### src/pkg/pplc_regs.vh
// register offsets, field positions, reset values and timing counts for the phy port control block
`ifndef PPLC_REGS_VH
`define PPLC_REGS_VH

// register offsets
`define PPLC_P1_FIRST_OFF 8'h1C
`define PPLC_P1_SECOND_OFF 8'h1D
`define PPLC_P2_FIRST_OFF 8'h2C
`define PPLC_P2_SECOND_OFF 8'h2D
`define PPLC_P3_FIRST_OFF 8'h3C
`define PPLC_P3_SECOND_OFF 8'h3D

// first control register fields
`define PPLC_F_ANEG_EN 7
`define PPLC_F_SPEED100 6
`define PPLC_F_DUPLEX 5
`define PPLC_F_ADV_PAUSE 4
`define PPLC_F_ADV_100FD 3
`define PPLC_F_ADV_100HD 2
`define PPLC_F_ADV_10FD 1
`define PPLC_F_ADV_10HD 0
`define PPLC_F_STRAP_HI 7
`define PPLC_F_STRAP_LO 5
`define PPLC_F_ADV_HI 4
`define PPLC_F_ADV_LO 0

// second control register fields
`define PPLC_S_LED_OFF 7
`define PPLC_S_TX_DIS 6
`define PPLC_S_RESTART 5
`define PPLC_S_FEF_DIS 4
`define PPLC_S_POWER_DOWN 3
`define PPLC_S_MDIX_DIS 2
`define PPLC_S_FORCE_MDI 1

// reset values and writable masks
`define PPLC_FIRST_RST 8'hFF
`define PPLC_SECOND_RST 8'h00
`define PPLC_SECOND_MASK 8'hFE
`define PPLC_ADV_RST 5'h1F

// strap capture timing: counter value that raises the load strobe, and the value at which the count stops
`define PPLC_STRAP_LOAD_CNT 2'h2
`define PPLC_STRAP_DONE_CNT 2'h3

`endif

### src/logic/pplc_dummy_unused.v
// spare design unit: holds no logic
`timescale 1ns/10ps
`default_nettype none
`default_nettype wire

### src/logic/pplc_strap_sync.v
// strap pin synchroniser with a single load pulse after reset release
`timescale 1ns/10ps
`default_nettype none
`include "pplc_regs.vh"

module pplc_strap_sync #(
  parameter W = 6
) (
  // clock and reset
  input wire sys_clk_in,
  input wire nrst_in,
  // strap pins
  input wire [W-1:0] strap_in,
  // synchronised straps and load strobe
  output reg [W-1:0] strap_out,
  output reg load_out
);

  reg [W-1:0] meta;
  reg [1:0] cnt;

  always @(posedge sys_clk_in or negedge nrst_in) begin
    if (!nrst_in) begin
      meta <= {W{1'b0}};
      strap_out <= {W{1'b0}};
      cnt <= 2'h0;
      load_out <= 1'b0;
    end else begin
      meta <= strap_in;
      strap_out <= meta;
      load_out <= (cnt == `PPLC_STRAP_LOAD_CNT);
      if (cnt != `PPLC_STRAP_DONE_CNT) begin
        cnt <= cnt + 2'h1;
      end
    end
  end

endmodule
`default_nettype wire

### src/logic/pplc_port_ctl.v
// per-port drive of phy controls from the two control registers
`timescale 1ns/10ps
`default_nettype none
`include "pplc_regs.vh"

module pplc_port_ctl (
  // clock and reset
  input wire sys_clk_in,
  input wire nrst_in,
  // register contents
  input wire [7:0] first_in,
  input wire [7:0] second_in,
  input wire restart_req_in,
  // phy core status
  input wire link_up_in,
  input wire aneg_fail_in,
  input wire aneg_full_in,
  input wire led_one_in,
  input wire led_zero_in,
  // phy controls
  output reg aneg_en_out,
  output reg speed100_out,
  output reg duplex_full_out,
  output reg [4:0] adv_ability_out,
  output reg aneg_restart_out,
  output reg tx_enable_out,
  output reg fef_enable_out,
  output reg auto_mdix_en_out,
  output reg force_mdi_out,
  output reg port_led_one_out,
  output reg port_led_zero_out
);

  wire led_off = second_in[`PPLC_S_LED_OFF];
  wire forced = ~first_in[`PPLC_F_ANEG_EN] | aneg_fail_in;

  always @(posedge sys_clk_in or negedge nrst_in) begin
    if (!nrst_in) begin
      aneg_en_out <= 1'b1;
      speed100_out <= 1'b1;
      duplex_full_out <= 1'b1;
      adv_ability_out <= `PPLC_ADV_RST;
      aneg_restart_out <= 1'b0;
      tx_enable_out <= 1'b1;
      fef_enable_out <= 1'b1;
      auto_mdix_en_out <= 1'b1;
      force_mdi_out <= 1'b0;
      port_led_one_out <= 1'b1;
      port_led_zero_out <= 1'b1;
    end else begin
      aneg_en_out <= first_in[`PPLC_F_ANEG_EN];
      speed100_out <= first_in[`PPLC_F_SPEED100];
      duplex_full_out <= forced ? first_in[`PPLC_F_DUPLEX] : aneg_full_in;
      // advertised abilities only change on a restart request or while the link is down
      if (restart_req_in || !link_up_in) begin
        adv_ability_out <= first_in[`PPLC_F_ADV_HI:`PPLC_F_ADV_LO];
      end
      aneg_restart_out <= restart_req_in;
      tx_enable_out <= ~second_in[`PPLC_S_TX_DIS];
      fef_enable_out <= ~second_in[`PPLC_S_FEF_DIS];
      auto_mdix_en_out <= ~second_in[`PPLC_S_MDIX_DIS];
      force_mdi_out <= second_in[`PPLC_S_FORCE_MDI];
      port_led_one_out <= led_off | led_one_in;
      port_led_zero_out <= led_off | led_zero_in;
    end
  end

endmodule
`default_nettype wire

### src/logic/pplc_top.v
// phy port link control register bank for the two copper ports
`timescale 1ns/10ps
`default_nettype none
`include "pplc_regs.vh"

module pplc_top #(
  parameter NPORT = 2
) (
  // clock and reset
  input wire sys_clk_in,
  input wire nrst_in,
  // register port
  input wire [7:0] reg_addr_in,
  input wire [7:0] reg_wdata_in,
  input wire reg_wr_in,
  input wire reg_rd_in,
  output reg [7:0] reg_rdata_out,
  // strap pins
  input wire port1_duplex_strap_in,
  input wire port2_duplex_strap_in,
  input wire [NPORT-1:0] aneg_strap_in,
  input wire [NPORT-1:0] speed_strap_in,
  // phy core status, index 0 is port 1
  input wire [NPORT-1:0] link_up_in,
  input wire [NPORT-1:0] aneg_fail_in,
  input wire [NPORT-1:0] aneg_full_in,
  input wire [NPORT-1:0] led_one_in,
  input wire [NPORT-1:0] led_zero_in,
  // phy controls
  output wire [NPORT-1:0] aneg_en_out,
  output wire [NPORT-1:0] speed100_out,
  output wire [NPORT-1:0] duplex_full_out,
  output wire [NPORT*5-1:0] adv_ability_out,
  output wire [NPORT-1:0] aneg_restart_out,
  output wire [NPORT-1:0] tx_enable_out,
  output wire [NPORT-1:0] fef_enable_out,
  output wire [NPORT-1:0] auto_mdix_en_out,
  output wire [NPORT-1:0] force_mdi_out,
  // port leds
  output wire [NPORT-1:0] port_led_one_out,
  output wire [NPORT-1:0] port_led_zero_out
);

  wire [NPORT*8-1:0] first_all;
  wire [NPORT*8-1:0] second_all;
  wire [NPORT-1:0] duplex_strap;
  wire [NPORT*3-1:0] strap_sync;
  wire strap_load;
  reg [7:0] next_rdata;

  assign duplex_strap = {port2_duplex_strap_in, port1_duplex_strap_in};

  // straps pass two flops, then load once just after reset release
  pplc_strap_sync #(
    .W(NPORT * 3)
  ) u_strap (
    .sys_clk_in(sys_clk_in),
    .nrst_in(nrst_in),
    .strap_in({aneg_strap_in, speed_strap_in, duplex_strap}),
    .strap_out(strap_sync),
    .load_out(strap_load)
  );

  genvar i;
  generate
    for (i = 0; i < NPORT; i = i + 1) begin : g_port
      localparam [7:0] FIRST_OFF = (i == 0) ? `PPLC_P1_FIRST_OFF : `PPLC_P2_FIRST_OFF;
      localparam [7:0] SECOND_OFF = (i == 0) ? `PPLC_P1_SECOND_OFF : `PPLC_P2_SECOND_OFF;
      reg [7:0] first_q;
      reg [7:0] second_q;
      reg restart_req;
      wire hit_first = (reg_addr_in == FIRST_OFF);
      wire hit_second = (reg_addr_in == SECOND_OFF);
      wire [2:0] strap_bits = {strap_sync[2*NPORT+i], strap_sync[NPORT+i], strap_sync[i]};

      always @(posedge sys_clk_in or negedge nrst_in) begin
        if (!nrst_in) begin
          first_q <= `PPLC_FIRST_RST;
          second_q <= `PPLC_SECOND_RST;
          restart_req <= 1'b0;
        end else begin
          if (strap_load) begin
            first_q[`PPLC_F_STRAP_HI:`PPLC_F_STRAP_LO] <= strap_bits;
          end else if (reg_wr_in && hit_first) begin
            first_q <= reg_wdata_in;
          end
          if (reg_wr_in && hit_second) begin
            second_q <= reg_wdata_in & `PPLC_SECOND_MASK;
          end
          restart_req <= reg_wr_in && hit_second && reg_wdata_in[`PPLC_S_RESTART];
        end
      end

      assign first_all[i*8 +: 8] = first_q;
      assign second_all[i*8 +: 8] = second_q;

      pplc_port_ctl u_ctl (
        .sys_clk_in(sys_clk_in),
        .nrst_in(nrst_in),
        .first_in(first_q),
        .second_in(second_q),
        .restart_req_in(restart_req),
        .link_up_in(link_up_in[i]),
        .aneg_fail_in(aneg_fail_in[i]),
        .aneg_full_in(aneg_full_in[i]),
        .led_one_in(led_one_in[i]),
        .led_zero_in(led_zero_in[i]),
        .aneg_en_out(aneg_en_out[i]),
        .speed100_out(speed100_out[i]),
        .duplex_full_out(duplex_full_out[i]),
        .adv_ability_out(adv_ability_out[i*5 +: 5]),
        .aneg_restart_out(aneg_restart_out[i]),
        .tx_enable_out(tx_enable_out[i]),
        .fef_enable_out(fef_enable_out[i]),
        .auto_mdix_en_out(auto_mdix_en_out[i]),
        .force_mdi_out(force_mdi_out[i]),
        .port_led_one_out(port_led_one_out[i]),
        .port_led_zero_out(port_led_zero_out[i])
      );
    end
  endgenerate

  // read decode; port 3 slots and unmapped offsets read zero
  always @* begin
    if (reg_addr_in == `PPLC_P1_FIRST_OFF) begin
      next_rdata = first_all[7:0];
    end else if (reg_addr_in == `PPLC_P1_SECOND_OFF) begin
      next_rdata = second_all[7:0];
    end else if (reg_addr_in == `PPLC_P2_FIRST_OFF) begin
      next_rdata = first_all[15:8];
    end else if (reg_addr_in == `PPLC_P2_SECOND_OFF) begin
      next_rdata = second_all[15:8];
    end else begin
      next_rdata = 8'h00;
    end
  end

  // read data stands only in the cycle after the strobe
  always @(posedge sys_clk_in or negedge nrst_in) begin
    if (!nrst_in) begin
      reg_rdata_out <= 8'h00;
    end else if (reg_rd_in) begin
      reg_rdata_out <= next_rdata;
    end else begin
      reg_rdata_out <= 8'h00;
    end
  end

endmodule
`default_nettype wire

### config.mk
export PLATFORM = sky130hd
export DESIGN_NAME = pplc_top
export DESIGN_NICKNAME = d
export VERILOG_FILES = /design/src/logic/pplc_dummy_unused.v /design/src/logic/pplc_strap_sync.v /design/src/logic/pplc_port_ctl.v /design/src/logic/pplc_top.v
export VERILOG_INCLUDE_DIRS = /design/src /design/src/pkg
export SDC_FILE = /design/constraint.sdc
export NUM_CORES = 1
export LEC_CHECK = 0
export ABC_AREA = 1
export BUFFER_PORTS_ARGS = -buffer_cell sky130_fd_sc_hd__buf_2
export CAP_MARGIN = 20
export CORE_AREA = 5 5 85 87
export DETAILED_ROUTE_END_ITERATION = 12
export DIE_AREA = 0 0 90 92
export PLACE_DENSITY = 0.83
export SETUP_SLACK_MARGIN = 0.1
export SYNTH_ARGS = -nofsm -noshare
export SYNTH_HDL_FRONTEND = slang
export SYNTH_HIERARCHICAL = 1
export SYNTH_SLANG_ARGS = --single-unit
### constraint.sdc
create_clock -name sys_clk_in -period 2.55 [get_ports sys_clk_in]
set_input_delay 0.51 -clock sys_clk_in [delete_from_list [all_inputs] [get_ports sys_clk_in]]
set_output_delay 0.51 -clock sys_clk_in [all_outputs]
set_load 0.02 [all_outputs]
; Word-level counts from Yosys, hierarchy flattened
; Index checks and enable logic that the tools add are counted.
[totals]
out_inout_bits = 38
input_bits = 36
reg_bits = 85
word_cells = 82
[op_classes]
bitwise = 15
eq_ne = 6
mux = 11
n_reduce_logical = 14
n_addsub = 1
[op_table]
columns = operator, n
row1 = $mux 8, 7
row2 = $eq 8x5->1 const B, 2
row3 = $eq 8x6->1 const B, 2
row4 = $not 1->1, 9
row5 = $logic_and 1x1->1, 6
row6 = $mux 3, 2
row7 = $or 1x1->1, 6
row8 = $reduce_and 2->1, 2
row9 = $reduce_bool 2->1, 2
row10 = $add 2x1->2 const B, 1
row11 = $eq 2x2->1 const B, 1
row12 = $logic_not 1->1, 2
row13 = $logic_or 1x1->1, 2
row14 = $mux 1, 2
row15 = $ne 2x2->1 const B, 1

; Longest topological paths before layout
[depth]
word_depth = 6
ltp_mapped = 8
ltp_nobuf = 7

; Modules after synthesis
; The synthesis kept the hierarchy.
[by_module_without_submodules]
columns = mod, n_inst, area_per_inst_um2, cells_each, seq_area_each_um2
row1 = pplc_top, 1, 2163.3, 243, 1021.0
row2 = pplc_port_ctl, 2, 508.0, 42, 391.6
row3 = pplc_strap_sync, 1, 427.9, 24, 375.4

; Least setup slack after synthesis
; No wires, ideal clock.
[synth_path]
path_type = input -> register
from = in reg_addr_in[1]
to = reg g_port[0].second_q[5]
setup_ns = 0.120
setup_slack_ns = 1.237
stages = 7
required_time_ns = 2.430
path_buffers = 1
arrival_time_ns = 1.193
path_cell_list = inv_2 nand2_1 nor2_8 nand3_4 buf_6 nand2_1 o21ai_2
[synth_via]
elab_chain_len = 2
[synth_rtl]
columns = element, line
row1 = "start, declared", pplc_top.v:13  ; input wire [7:0] reg_addr_in,
row2 = $eq 8x5->1, pplc_top.v:73  ; wire hit_second = (reg_addr_in == SECOND_OFF);
row3 = $logic_and 1x1->1, pplc_top.v:87  ; if (reg_wr_in && hit_second) begin
row4 = "end signal, assigned", pplc_top.v:79  ; second_q <= `PPLC_SECOND_RST;
row5 = "end signal, assigned", pplc_top.v:88  ; second_q <= reg_wdata_in & `PPLC_SECOND_MASK;
row6 = "end, declared", pplc_top.v:70  ; reg [7:0] second_q;
; Every way passes these cells.
; A chain may end at the register's enable or synchronous reset.

; Worst setup path in the final report
[layout_path]
from = reg g_port[1].u_ctl.adv_ability_out[2]
to = out adv_ability_out[7]
[layout_lines]
columns = element, line
row1 = "start, declared", pplc_port_ctl.v:24  ; output reg [4:0] adv_ability_out,
row2 = "start signal, assigned", pplc_port_ctl.v:42  ; adv_ability_out <= `PPLC_ADV_RST;
row3 = "start signal, assigned", pplc_port_ctl.v:56  ; adv_ability_out <= first_in[`PPLC_F_ADV_HI:`PPLC_F_ADV_LO];
row4 = "end, declared", pplc_top.v:33  ; output wire [NPORT*5-1:0] adv_ability_out,
; No word-level cell between the ends.

==> out/results.tsv <==
metric	value	unit
antenna_cells	0	
gr-total-overflow	0	
critical_path_buf_inv_count	1	
cts_buffer_depth	2	
hold_path.class	in -> async	
required	2.04	ns
fp.dieH	92	um
finalWorstSetupSlack	0.977	ns
crit_chain	buf_2	
gp_congestion	0.844	
vias	2560	
post_cts_buffers	0	
area_growth	16.6	%
clock_latency	0.35	ns
grt_start_max_net_pins	45	
fin_tns_setup	0	ns
cts_tree	built	
yosysWarnings	6	
seq_area	0.00218	sq mm
max_cap_violations	0	
crit_path_top_delay_cell	dfstp_2	
path_clk_slew	0.09	ns
drive_gt1_frac	0.412	
tightest_slew	0.522	ns
outcome	finished clean	
cts_root_buf	clkbuf_8	
setup_viol	0	
htreeDepth	3	
startpoint_type	flip-flop	
grt_pass1_vias	2544	
fin_crit_sh	0.617	
path_delay_family	flip-flops	
hold_viol_final	0	
syn_area_per_cell	10.3	sq um
dieArea	0.00828	sq mm
whs	0.136	ns
ir_worst_vdd	581	uV
p_leak	2.11	nW
rsz0062_at_grt	false	
io_buffers	73	
io_pins	74	
criticalPathCategory	reg -> out	
multiInputGateArea	0.00121	sq mm
avgViaCountPerCell	5.05	
initial_core_util	0.574	
end_kind	primary output	
dpl_cell_area	0.00400	sq mm
layout_min_cycle_time	1.57	ns
postLayoutCellArea	0.00420	sq mm
nets	463	
antenna_found_initial	0	
pre_cts_slack	0.795	ns
numCtsBuffers	9	
slew_headroom	0.652	
arrival	1.06	ns
path_depth	1	
syn-num-nets	388	
first_iter_violations	143	
cts_hold_buf	0	
worst_clock_skew	0.00795	ns
final_common_cell	nand2_1	
cts_resized	0	
drtPass1Iterations	5	
wire_per_inst	14.1	um
syn_area	0.00360	sq mm
cts_sinks	85	
coreArea	0.00628	sq mm
p_per_area	635	mW/mm^2
timing.fmax	636	MHz
slowest_delay	0.55	ns
drt.antenna.violating_nets	0	
dp_hpwl	5260	um
crit_fanout	2	
maxSlewViolCount	0	
layout_common_cells	nand2_1, buf_2, nand3_1	
r2r_cells	4	
rows	29	
routed_wl	7160	um
syn_inst	350	
die_x	90	um
fill_cells	491	
grt_pass1_wl	12400	um
remaining_drc_errors	0	
grt_usage	0.187	
layout make-up:
class,count,share of cell area
repair buffers,74,0.0923
clock inverters,6,0.0167
multi-input cells,222,0.289
flip-flops and latches,85,0.519
clock buffers,10,0.0304
inverters,33,0.0295
well taps,77,0.0229
metrics by stage:
step	std cells	total power [mW]	util
floorplan	350	1.63	-
global placement	491	1.74	0.638
global route	507	2.79	0.669
detailed placement	491	1.75	0.638
finish	507	2.67	0.669
CTS	507	2.69	0.669
registers in the layout, summed over array words and instances (netlist names):
name	count
u_strap/meta	6
u_strap/strap_out	6
g_port.first_q	16
g_port.u_ctl/duplex_full_out	2
g_port.u_ctl/port_led_one_out	2
g_port.restart_req	2
g_port.u_ctl/aneg_restart_out	2
g_port.u_ctl/speed100_out	2
g_port.u_ctl/tx_enable_out	2
g_port.u_ctl/force_mdi_out	2
u_strap/cnt	2
g_port.u_ctl/fef_enable_out	2
g_port.u_ctl/adv_ability_out	10
u_strap/load_out	1
g_port.u_ctl/auto_mdix_en_out	2
g_port.u_ctl/port_led_zero_out	2
reg_rdata_out	8
g_port.u_ctl/aneg_en_out	2
g_port.second_q	14
layer usage:
metal / global-route usage / wire, um / up-vias
met3: 0.0483 / 436 / 8
met2: 0.292 / 3510 / 78
met1: 0.253 / 3130 / 1205
met4: 0.0707 / 86 / 0
met5: 0 / 0 / -
li1: - / - / 1269
report_power, final:
group	total, mW	switching, mW	internal [mW]
clock network	0.945	0.486	0.459
registers	1.48	0.0384	1.44
logic	0.238	0.156	0.0816
total	2.67	0.680	1.99
worst paths after layout:
kind | end | startpoint | slack (ns)
min reg2reg | u_strap/strap_out[5]$_DFF_PN0_ | u_strap/meta[5]$_DFF_PN0_ | 0.35
max reg2reg | g_port[0].first_q[0]$_DFFE_PN1P_ | u_strap/load_out$_DFF_PN0_ | 1.19
max | adv_ability_out[7] | g_port[1].u_ctl/adv_ability_out[2]$_DFFE_PN1P_ | 0.98
min | u_strap/meta[3]$_DFF_PN0_ | nrst_in | 0.14
max in group asynchronous | g_port[1].first_q[4]$_DFFE_PN1P_ | nrst_in | 1.76
min in group sys_clk_in | u_strap/meta[3]$_DFF_PN0_ | speed_strap_in[1] | 0.26
Note: power is estimated with default switching activity, not from simulation.
